## config.mk

```make
export PLATFORM = sky130hd
export DESIGN_NAME = dppg_top
export DESIGN_NICKNAME = d
export VERILOG_FILES = /design/src/rtl/dppg_pkg.sv /design/src/rtl/dppg_tree_if.sv /design/src/rtl/dppg_top.sv /design/src/rtl/dppg_tree.sv
export VERILOG_INCLUDE_DIRS = /design/src /design/src/rtl
export SDC_FILE = /design/constraint.sdc
export NUM_CORES = 1
export LEC_CHECK = 0
export ABC_AREA = 1
export BUFFER_PORTS_ARGS = -buffer_cell sky130_fd_sc_hd__buf_2
export CORE_MARGIN = 4
export CORE_UTILIZATION = 25
export CTS_CLUSTER_SIZE = 16
export DETAILED_ROUTE_END_ITERATION = 16
export PLACE_DENSITY_LB_ADDON = 0.05
export SYNTH_ARGS = -nofsm -noshare
export SYNTH_HDL_FRONTEND = slang
export SYNTH_SLANG_ARGS = --single-unit
```

## constraint.sdc

```tcl
create_clock -name ref_clk -period 1.5 [get_ports ref_clk]
set_clock_uncertainty 0.2 [all_clocks]
set_input_delay 0.075 -clock ref_clk [delete_from_list [all_inputs] [get_ports ref_clk]]
set_output_delay 0.075 -clock ref_clk [all_outputs]
set_load 0.02 [all_outputs]
```

## src/rtl/dppg_defs.svh

```systemverilog
// Purpose: Constants for the dual port parity check and generate block
// Assumes: 36-bit ports split into four 9-bit lanes
// Notes:   Definitions only
`ifndef DPPG_DEFS_SVH
`define DPPG_DEFS_SVH
`define DPPG_WORD_W   36
`define DPPG_LANE_W   9
`define DPPG_LANES    4
`define DPPG_DATA_W   8
`define DPPG_PAR_BIT  8
`endif

```

## src/rtl/dppg_pkg.sv

```systemverilog
// Purpose: Types for the dual port parity block
// Assumes: dppg_defs.svh supplies widths
// Notes:   Word type and tree path select enum only
`include "dppg_defs.svh"
package dppg_pkg;
  typedef logic [`DPPG_WORD_W-1:0] dppg_word_t;
  typedef enum logic [1:0] {
    DPPG_PATH_CHECK = 2'h1,
    DPPG_PATH_GEN   = 2'h2
  } dppg_path_t;
endpackage : dppg_pkg

```

## src/rtl/dppg_tree_if.sv

```systemverilog
// Purpose: Carries one port's shared parity tree inputs and results
// Assumes: Combinational tree
// Notes:   Tree results are per-lane generated bits and lane fault flags
`timescale 1ns/100ps
`include "dppg_defs.svh"
interface dppg_tree_if;
  logic [`DPPG_WORD_W-1:0] word;      // Word fed to the trees
  logic                    odd_sense; // High selects odd parity
  logic [`DPPG_LANES-1:0]  gen_bit;   // Generated parity per lane
  logic [`DPPG_LANES-1:0]  lane_bad;  // Lane failed check
  modport user (output word, output odd_sense, input gen_bit, input lane_bad);
  modport tree (input word, input odd_sense, output gen_bit, output lane_bad);
endinterface : dppg_tree_if

```

## src/rtl/dppg_top.sv

```systemverilog
// Purpose: Parity check and generation for both 36-bit ports of a mailbox buffer
// Assumes: Single clock ref_clk; both port clocks are the same domain here
// Notes:   Fault flags are combinational; outputs registered per port
`timescale 1ns/100ps
`include "dppg_defs.svh"
module dppg_top (
  input  wire logic                    ref_clk,                  // 40 MHz clock
  input  wire logic                    rstn,                     // Async reset, low
  input  wire logic                    odd_sense,                // High: odd parity
  input  wire logic                    port_a_chip_select_n,     // Port A select, low
  input  wire logic                    port_a_gate_active,       // Port A enable
  input  wire logic                    port_a_write_not_read,    // Port A write high
  input  wire logic                    port_a_mail_choose,       // Port A mailbox path
  input  wire logic                    port_a_parity_gen_select, // Port A generate
  input  wire logic [`DPPG_WORD_W-1:0] port_a_bus_in,            // Port A pins in
  output logic      [`DPPG_WORD_W-1:0] port_a_bus_out,           // Port A data out
  output logic                         port_a_bus_oe,            // Port A drive
  output logic                         port_a_parity_fault_n,    // Port A fault, low
  input  wire logic                    port_b_chip_select_n,     // Port B select, low
  input  wire logic                    port_b_gate_active,       // Port B enable
  input  wire logic                    port_b_write_not_read,    // Port B write high
  input  wire logic                    port_b_mail_choose,       // Port B mailbox path
  input  wire logic                    port_b_parity_gen_select, // Port B generate
  input  wire logic [`DPPG_WORD_W-1:0] port_b_bus_in,            // Port B pins in
  output logic      [`DPPG_WORD_W-1:0] port_b_bus_out,           // Port B data out
  output logic                         port_b_bus_oe,            // Port B drive
  output logic                         port_b_parity_fault_n,    // Port B fault, low
  input  wire logic                    buf_read_load,            // Load buffer word
  input  wire logic [`DPPG_WORD_W-1:0] buf_read_word,            // Word from storage
  output logic      [`DPPG_WORD_W-1:0] buf_write_word,           // Word to storage
  output logic                         buf_write_strobe          // Port A buffer write
);
  dppg_pkg::dppg_word_t first_mailbox;
  dppg_pkg::dppg_word_t second_mailbox;
  dppg_pkg::dppg_word_t buf_out_reg;
  dppg_pkg::dppg_word_t next_buf_out;
  dppg_pkg::dppg_word_t a_gen_word;
  dppg_pkg::dppg_word_t b_gen_word;
  dppg_pkg::dppg_word_t buf_gen_word;
  dppg_pkg::dppg_path_t a_path;
  dppg_pkg::dppg_path_t b_path;
  logic                 a_mail_read;
  logic                 b_mail_read;
  logic                 a_read;
  logic                 b_read;
  logic                 a_mail_write;
  logic                 b_mail_write;

  dppg_tree_if ta ();
  dppg_tree_if tb ();
  dppg_tree_if tf ();

  dppg_tree u_tree_a (.t(ta));
  dppg_tree u_tree_b (.t(tb));
  // Buffer path has its own trees so mailbox checks on port B stay live
  dppg_tree u_tree_f (.t(tf));

  assign a_read = ~port_a_chip_select_n & port_a_gate_active & ~port_a_write_not_read;
  assign b_read = ~port_b_chip_select_n & port_b_gate_active & ~port_b_write_not_read;
  assign a_mail_read = a_read & port_a_mail_choose & port_a_parity_gen_select;
  assign b_mail_read = b_read & port_b_mail_choose & port_b_parity_gen_select;
  assign a_mail_write = ~port_a_chip_select_n & port_a_gate_active & port_a_write_not_read
                        & port_a_mail_choose;
  assign b_mail_write = ~port_b_chip_select_n & port_b_gate_active & port_b_write_not_read
                        & port_b_mail_choose;

  assign a_path = a_mail_read ? dppg_pkg::DPPG_PATH_GEN : dppg_pkg::DPPG_PATH_CHECK;
  assign b_path = b_mail_read ? dppg_pkg::DPPG_PATH_GEN : dppg_pkg::DPPG_PATH_CHECK;

  // Shared trees: mailbox data replaces pin data during a generating read
  assign ta.word = (a_path == dppg_pkg::DPPG_PATH_GEN) ? second_mailbox : port_a_bus_in;
  assign tb.word = (b_path == dppg_pkg::DPPG_PATH_GEN) ? first_mailbox : port_b_bus_in;
  assign ta.odd_sense = odd_sense;
  assign tb.odd_sense = odd_sense;
  assign tf.word = buf_read_word;
  assign tf.odd_sense = odd_sense;

  // Flags are pure combinational functions of current inputs
  assign port_a_parity_fault_n = a_mail_read ? 1'b1 : ~(|ta.lane_bad);
  assign port_b_parity_fault_n = b_mail_read ? 1'b1 : ~(|tb.lane_bad);

  function automatic dppg_pkg::dppg_word_t put_parity(input dppg_pkg::dppg_word_t w,
                                                       input logic [`DPPG_LANES-1:0] p);
    dppg_pkg::dppg_word_t r;
    r = w;
    for (int i = 0; i < `DPPG_LANES; i++) begin
      r[i*`DPPG_LANE_W + `DPPG_PAR_BIT] = p[i];
    end
    return r;
  endfunction : put_parity

  assign a_gen_word = put_parity(second_mailbox, ta.gen_bit);
  assign b_gen_word = put_parity(first_mailbox, tb.gen_bit);
  assign buf_gen_word = put_parity(buf_read_word, tf.gen_bit);

  // Parity inserted before the output register, so selects must be stable at the load edge
  assign next_buf_out = port_b_parity_gen_select ? buf_gen_word : buf_read_word;

  // Writes take raw pin levels; parity generation touches only read paths
  assign buf_write_word = port_a_bus_in;
  assign buf_write_strobe = ~port_a_chip_select_n & port_a_gate_active &
                            port_a_write_not_read & ~port_a_mail_choose;

  always_ff @(posedge ref_clk or negedge rstn) begin
    if (!rstn) begin
      first_mailbox <= '0;
    end else if (a_mail_write) begin
      first_mailbox <= port_a_bus_in;
    end
  end

  always_ff @(posedge ref_clk or negedge rstn) begin
    if (!rstn) begin
      second_mailbox <= '0;
    end else if (b_mail_write) begin
      second_mailbox <= port_b_bus_in;
    end
  end

  always_ff @(posedge ref_clk or negedge rstn) begin
    if (!rstn) begin
      buf_out_reg <= '0;
    end else if (buf_read_load) begin
      buf_out_reg <= next_buf_out;
    end
  end

  always_ff @(posedge ref_clk or negedge rstn) begin
    if (!rstn) begin
      port_a_bus_out <= '0;
      port_a_bus_oe  <= 1'b0;
    end else begin
      port_a_bus_oe  <= a_read;
      port_a_bus_out <= a_mail_read ? a_gen_word : second_mailbox;
    end
  end

  always_ff @(posedge ref_clk or negedge rstn) begin
    if (!rstn) begin
      port_b_bus_out <= '0;
      port_b_bus_oe  <= 1'b0;
    end else begin
      port_b_bus_oe <= b_read;
      if (port_b_mail_choose) begin
        port_b_bus_out <= b_mail_read ? b_gen_word : first_mailbox;
      end else begin
        port_b_bus_out <= buf_out_reg;
      end
    end
  end
endmodule : dppg_top

```

## src/rtl/dppg_tree.sv

```systemverilog
// Purpose: Four byte-lane parity trees, used for checking and generating
// Assumes: Word mapped as lanes of 9 bits, msb of lane is parity
// Notes:   Purely combinational
`timescale 1ns/100ps
`include "dppg_defs.svh"
module dppg_tree (
  dppg_tree_if.tree t // Shared tree port
);
  genvar g;
  generate
    for (g = 0; g < `DPPG_LANES; g = g + 1) begin : g_lane
      logic [`DPPG_LANE_W-1:0] lane;
      logic                    ones8;
      logic                    zeros9;
      assign lane = t.word[g*`DPPG_LANE_W +: `DPPG_LANE_W];
      assign ones8 = ^lane[`DPPG_DATA_W-1:0];
      // Odd count of low bits in 9 bits equals even count of ones
      assign zeros9 = ~(^lane);
      assign t.lane_bad[g] = t.odd_sense ? zeros9 : ~zeros9;
      assign t.gen_bit[g] = t.odd_sense ? ~ones8 : ones8;
    end
  endgenerate
endmodule : dppg_tree

```

==> summary.txt, run 1 <==
GRT
  – Global-route met3 utilization: 3.23%
  – Remaining Overflow, GRT: 0
  – Number of global-route vias before repair: 8615
  – Pin count of the biggest net entering global routing: 43
  – Met2 usage: 27.9%
  – Global-route wire length before repair: 48300 µm
  – Initial antenna violation count: 1
  – M1 GR Usage: 21.3%
  – GRT busiest layer: met2
  – Total GRT Usage: 16.3%

Finish
  – Diode count: 0
  – Final net count: 1597
  – Synthesis-to-finish area growth: 62.8%
  – FILL cells: 3565
  – Layout cells sized above 1: 41.8%

Synth
  – Largest cells by area after synthesis: dfrtp_1, nand2_1, o21ai_0
  – Library cells used by synthesis: 32
  – Post-synth ARST share: 100%
  – Cells after Synth: 954
  – Dominant cell type by area after synthesis: dfrtp_1
  – Ys Warns: 0
  – Sequential area share after synthesis: 51.5%
  – Most frequent cell after synthesis: nand2_1
  – Yosys top cell area share: 51.5%
  – Post-synth top cells: nand2_1, dfrtp_1, o21ai_0
  – Ys flop type: dfrtp_1
  – Mapped cell area: 8840 µm²
  – Flops & latches, synth: 182
  – Syn_area_per_cell: 9.26 µm²
  – Number of synthesized flops with an enable pin: 0
  – Syn Nets: 1076

Clocking
  – Clk sinks: 182
  – Root Driver: clkbuf_16
  – Number of buffers created by CTS: 17
  – H-tree Lvls: 4
  – Clk_lat worst skew: 0.44 ns
  – CTS tree: built
  – Worst-path clk slew: 0.07 ns
  – Maximum clock path buffer count: 2

Detailed routing
  – Remaining DRCs: 0
  – Drt pass-1 iters: 5
  – Post-route ant nets: 0
  – Final wirelength: 31200 µm
  – Vias: 8048
  – Initial drt markers: 269
  – Vias per cell: 4.14
  – Avg WL per Cell: 16.0 µm

Timing
  – Worst setup margin: -0.947 ns
  – Hold WS: -0.0239 ns
  – Worst-margin pin slew: 0.490 ns
  – Final Hold Viols: 1
  – Setup total negative slack: -3.42 ns
  – FMAX: 409 MHz
  – Crit path time final: 2.45 ns
  – Fin crit share: 163%
  – RSZ-0062 raised after global routing: true
  – Count of final setup violators: 10
  – Slew Viols, Final: 0
  – Rel. slew slack: 67.4%

Outcome
  – Run status: finished, violations left
  – Failing checks: negative hold slack, negative setup slack

Setup path
  – R2R depth: 13
  – CP Launch Type: flip-flop
  – Crit Path Category: reg2out
  – Worst Setup End Kind: output port
  – CP arrival: 2.17 ns
  – Crit Path Max Fanout: 2
  – Worst endpoint required time: 1.22 ns

Floorplanning
  – Core box area: 34700 µm²
  – # IOs: 235
  – Die width: 196 µm
  – Chip height: 196 µm
  – Row count: 68
  – Starting density of the core: 25.5%
  – Die ar.: 38400 µm²

Placed design
  – GPL Wtd Cong: 0.747
  – Detailed Place HPWL: 22900 µm
  – IO buf count: 234

Power and ir drop
  – Max VDD drop: 926 µV
  – Pwr dens: 1110 nW/µm²
  – Leak: 7.28 nW

Flow run
  – Max Cap Viol: 0

Min path
  – Hold Crit Class: in2reg
  – Hold Path Cell Cnt: 5
[timing repair]
item,in CTS,in global routing
hold buffers,150,0
buffers inserted,8,5
hold endpoints to repair,294,0
pin swaps,25,45
gates cloned,0,1
gates resized for setup,42,75
setup endpoints to repair,10,106
[per-layer routing]
layer | share of wire (%) | wire [µm] | vias up
met5 | 0.042 | 13 | -
met4 | 1.1 | 339 | 2
met3 | 4.1 | 1270 | 15
met2 | 49 | 15400 | 161
met1 | 45 | 14100 | 3850
li1 | - | - | 4020
[kinds of logic (layout without fill, tap and decap cells)]
group                     count (synthesis)  in the layout  synth area share (%)
AOI/OAI and AO/OA                       134            134                  7.93
xor gates and xnor gates                 94             94                  9.40
buffers and inverters                   169            703                  9.26
DFF                                     182            182                  51.5
muxes                                    49             49                  6.19
and+or+nand+nor                         326            326                  15.7
[final timing paths]
| check | start | endpoint | slack, ns |
|---|---|---|---|
| max reg2reg | first_mailbox[16] | port_b_bus_out[17] | -0.38 |
| max in group asynchronous | rstn | buf_out_reg[31] | 0.15 |
| max | first_mailbox[1] | port_b_parity_fault_n | -0.95 |
| min in group asynchronous | rstn | buf_out_reg[30] | 0.47 |
| min reg2reg | second_mailbox[32] | port_a_bus_out[32] | 0.22 |
| min | port_b_parity_gen_select | buf_out_reg[26] | -0.02 |
[critical path, stage by stage (launching register included)]
cell,delay (ns)
dfrtp_1,0.41
xnor2_2,0.14
buf_4,0.14
nand2_2,0.07
nand4_1,0.12
nand2_1,0.08
nand2_1,0.06
nand3_1,0.11
nand2_2,0.07
nand2_1,0.05
nand2_1,0.05
nor2_2,0.11
nand2_1,0.07
nand2_2,0.10
buf_6,0.13
[report_power, final]
part           switching [mW]  internal, mW
sequential              0.471          5.76
clock                    2.11          2.45
combinational            2.58          2.59
[through the flow]
step / total power, mW / instances / cell area, µm² / utilization, % / worst slack [ns]
2_1_floorplan: 8.47 / 954 / 8850 / - / -0.162
3_3_place_gp: 10.8 / 1762 / 11800 / 33.9 / -0.655
3_5_place_dp: 10.8 / 1762 / 11800 / 33.9 / -0.655
4_1_cts: 16.0 / 1951 / 14100 / 40.6 / -0.991
5_1_grt: 17.0 / 1943 / 14400 / 41.4 / -1.13
6_report: 15.9 / 1943 / 14400 / 41.4 / -0.947
[area by class of cell]
class                      count  area (µm²)  area share (%)
tap                          455         569            3.96
clock buffer                  21         470            3.27
multi-input combinational    603        3910            27.2
clock inverter                11         113           0.783
inverter                      97         364            2.53
timing repair buffer         574        4410            30.6
sequential                   182        4550            31.7
[placed cells by master (no fill, tap or decap), types with 17 or more instances in the layout]
master         synthesis  final
nand2_2                7     46
buf_12                 0     17
xnor2_1               55     36
xor2_1                38     32
xnor2_2                1     20
o21ai_0              104     96
inv_1                 88     84
dfrtp_1              182    182
nor2_1                24     22
o21ai_1               15     19
dlygate4sd3_1          0    146
nand2_1              246    206
clkbuf_16              0     18
buf_4                 38    179
buf_2                  3    219
mux2_2                45     45
(Power assumes the default switching activity.)
==> run 2: changes to the inputs <==
--- a/config.mk
+++ b/config.mk
@@ -8,11 +8,14 @@
 export LEC_CHECK = 0
 export ABC_AREA = 1
 export BUFFER_PORTS_ARGS = -buffer_cell sky130_fd_sc_hd__buf_2
+export CELL_PAD_IN_SITES_DETAIL_PLACEMENT = 0
+export CELL_PAD_IN_SITES_GLOBAL_PLACEMENT = 1
 export CORE_MARGIN = 4
 export CORE_UTILIZATION = 25
 export CTS_CLUSTER_SIZE = 16
 export DETAILED_ROUTE_END_ITERATION = 16
 export PLACE_DENSITY_LB_ADDON = 0.05
+export SLEW_MARGIN = 20
 export SYNTH_ARGS = -nofsm -noshare
 export SYNTH_HDL_FRONTEND = slang
 export SYNTH_SLANG_ARGS = --single-unit
==> summary.txt, run 2 (same netlist as run 1, synthesis figures left out) <==
Clocking
  – Root Driver: clkbuf_16
  – H-tree Lvls: 4 (unchanged)
  – Clk sinks: 182 (unchanged)
  – Worst-path clk slew: 0.07 ns (about the same)
  – Maximum clock path buffer count: 2 (unchanged)
  – CTS tree: built
  – Clk_lat worst skew: 0.44 ns (about the same)
  – Number of buffers created by CTS: 17 (unchanged)

Finish
  – Core Util, Final: 40.1% (-1.3 points)
  – Non-filler cells, final: 1915 (-1.4%)
  – Diode count: 0 (unchanged)
  – Synthesis-to-finish area growth: 57.7%
  – FILL cells: 3594 (+0.81%)
  – Layout cells sized above 1: 41.1% (-0.71 points)
  – Final net count: 1569 (-1.8%)
  – Commonest cells after routing, fill and taps aside: buf_2, nand2_1, dfrtp_1
  – Most common library cell in the layout ignoring fill and taps: buf_2

Detailed routing
  – Remaining DRCs: 0 (unchanged)
  – Final wirelength: 29900 µm (-4.0%)
  – Initial drt markers: 176 (-35%)
  – Vias per cell: 4.10 (-0.90%)
  – Drt pass-1 iters: 4 (-1)
  – Vias: 7861 (-2.3%)
  – Avg WL per Cell: 15.6 µm (-2.6%)
  – Post-route ant nets: 0 (unchanged)
  – Routed length on met2: 15500 µm (+0.73%)
  – Wire length on met1: 12900 µm (-8.6%)
  – Routed wl met3: 1200 µm (-5.2%)
  – Highest metal used: met4

GRT
  – Global-route wire length before repair: 46600 µm (-3.5%)
  – Pin count of the biggest net entering global routing: 51 (+19%)
  – Number of global-route vias before repair: 8510 (-1.2%)
  – Remaining Overflow, GRT: 0 (unchanged)
  – Total GRT Usage: 15.7% (-0.56 points)
  – Initial antenna violation count: 0 (-1)

Floorplanning
  – Starting density of the core: 25.5% (unchanged)
  – Die ar.: 38400 µm² (unchanged)
  – Chip height: 196 µm (unchanged)
  – # IOs: 235 (unchanged)
  – Row count: 68 (unchanged)
  – Core box area: 34700 µm² (unchanged)
  – Die width: 196 µm (unchanged)

Setup path
  – FF-to-FF End: port_b_bus_out[17]
  – Reg2reg start: first_mailbox[16]
  – Crit Path Max Fanout: 3 (+1)
  – Crit path from: second_mailbox[30]
  – R2R setup slack: -0.41 ns (-0.03 ns)
  – Crit Path Category: reg2out
  – Worst endpoint required time: 1.22 ns (about the same)
  – CP Launch Type: flip-flop
  – Worst Setup End Kind: output port
  – R2R depth: 13 (unchanged)
  – CP arrival: 2.18 ns (about the same)

Min path
  – Hold Path Cell Cnt: 7 (+2)
  – Hold_sp: port_b_write_not_read
  – Hold Crit Class: in2reg
  – Hold endpoint: port_b_bus_out[26]

Timing
  – FMAX: 408 MHz (-0.27%)
  – Fin crit share: 164% (+0.45 points)
  – Rel. slew slack: 66.1% (-1.3 points)
  – Worst setup margin: -0.954 ns (-0.00672 ns)
  – RSZ-0062 raised after global routing: true
  – Count of final setup violators: 10 (unchanged)
  – Hold WS: 0.0326 ns (+0.0565 ns)
  – Worst-margin pin slew: 0.507 ns (+0.0174 ns)
  – Final Hold Viols: 0 (-1)
  – Slew Viols, Final: 0 (unchanged)
  – Crit path time final: 2.45 ns (+0.00672 ns)

Placed design
  – Detailed Place HPWL: 21900 µm (-4.7%)
  – GPL Wtd Cong: 0.718 (-3.8%)
  – Dpl ws: -0.800 ns (-0.146 ns)
  – IO buf count: 234 (unchanged)
  – Placed Cells: 1747 (-0.85%)

Power and ir drop
  – Max VDD drop: 834 µV (-9.9%)
  – Psw: 5.00 mW (-3.1%)
  – Total power draw: 16.0 mW (+0.41%)
  – Internal power: 11.0 mW (+2.1%)
  – Clock power share: 30.5% (+1.9 points)
  – Comb power frac: 30.8% (-1.6 points)
  – Sw frac: 31.2% (-1.1 points)
  – Part of the power in registers: 38.7% (-0.3 points)
  – Pwr dens: 1150 nW/µm² (+3.7%)
  – Leak: 7.11 nW (-2.4%)

Outcome
  – Failing checks: negative setup slack
  – Run status: finished, violations left

Flow run
  – Max Cap Viol: 0 (unchanged)
## run 2: cell count changes in the layout (fill, tap and decap cells not counted), moves of 4 or more
cell and delta:
xnor2_2 -13, xnor2_1 +13, nand2_1 +4, buf_2 +10
xor2_2 -4, xor2_1 +4, dlygate4sd3_1 -24, nand2_2 -4
buf_4 -10, buf_12 -4
## run 2: worst max-delay path, cell delays in order, from the launching register on
cell     delay, ns
dfrtp_1       0.39
inv_1         0.07
nand2_2       0.05
nand2_2       0.12
nand3_4       0.11
nand4_1       0.16
nand2_2       0.09
nand2_4       0.08
nand2_2       0.05
nand2_2       0.07
nand2_1       0.05
nand2_1       0.06
nand2_2       0.06
nand2_1       0.06
inv_1         0.04
nand2_2       0.08
nand2_2       0.06
buf_6         0.13
## run 2: through the flow
step	instance area, µm²	setup TNS [ns]
floorplan	8850	-0.344
global placement	11600	-15.40
detailed placement	11600	-15.81
CTS	13900	-5.56
global route	13900	-4.98
finish	13900	-3.55
## run 2: worst max-delay path by stage
stage                                       end  slack [ns]  cells after the start
after detailed placement  port_a_parity_fault_n       -0.80                     18
after CTS                 port_b_parity_fault_n       -1.01                     16
after global placement    port_a_parity_fault_n       -0.77                     18
final                     port_a_parity_fault_n       -0.95                     17
after global routing      port_a_parity_fault_n       -1.14                     16
after floorplan           port_b_parity_fault_n       -0.16                     15
## run 2: power by group through the flow
stage,sequential [mW],combinational [mW],clock (mW)
final,6.20,4.93,4.89
after global routing,6.31,5.45,5.26
after floorplan,6.71,1.76,0
after CTS,6.21,4.99,5.08
after detailed placement,6.28,4.40,0
after global placement,6.28,4.40,0
## run 2: metal layers
layer	vias up	global-route usage, %
met1	3735	19.4
met3	16	3.43
met4	0	3.00
met2	147	28.6
met5	-	0
li1	3963	-
## run 2: repair_timing
item | 4_1_cts | 5_1_grt
buffers inserted | 29 | 9
gates resized for setup | 38 | 50
pin swaps | 19 | 39
hold buffers | 122 | 0
endpoints found under the setup margin | 10 | 62
endpoints found under the hold margin | 293 | 0
## run 2: final cells by class
class                           count  area [µm²]  area share (%)
Sequential cell                   182        4550            32.7
Clock inverter                     11         146            1.05
Timing Repair Buffer              546        4060            29.2
Clock buffer                       21         480            3.45
Tap cell                          455         569            4.09
Inverter                           97         364            2.61
Multi-Input combinational cell    603        3750            26.9
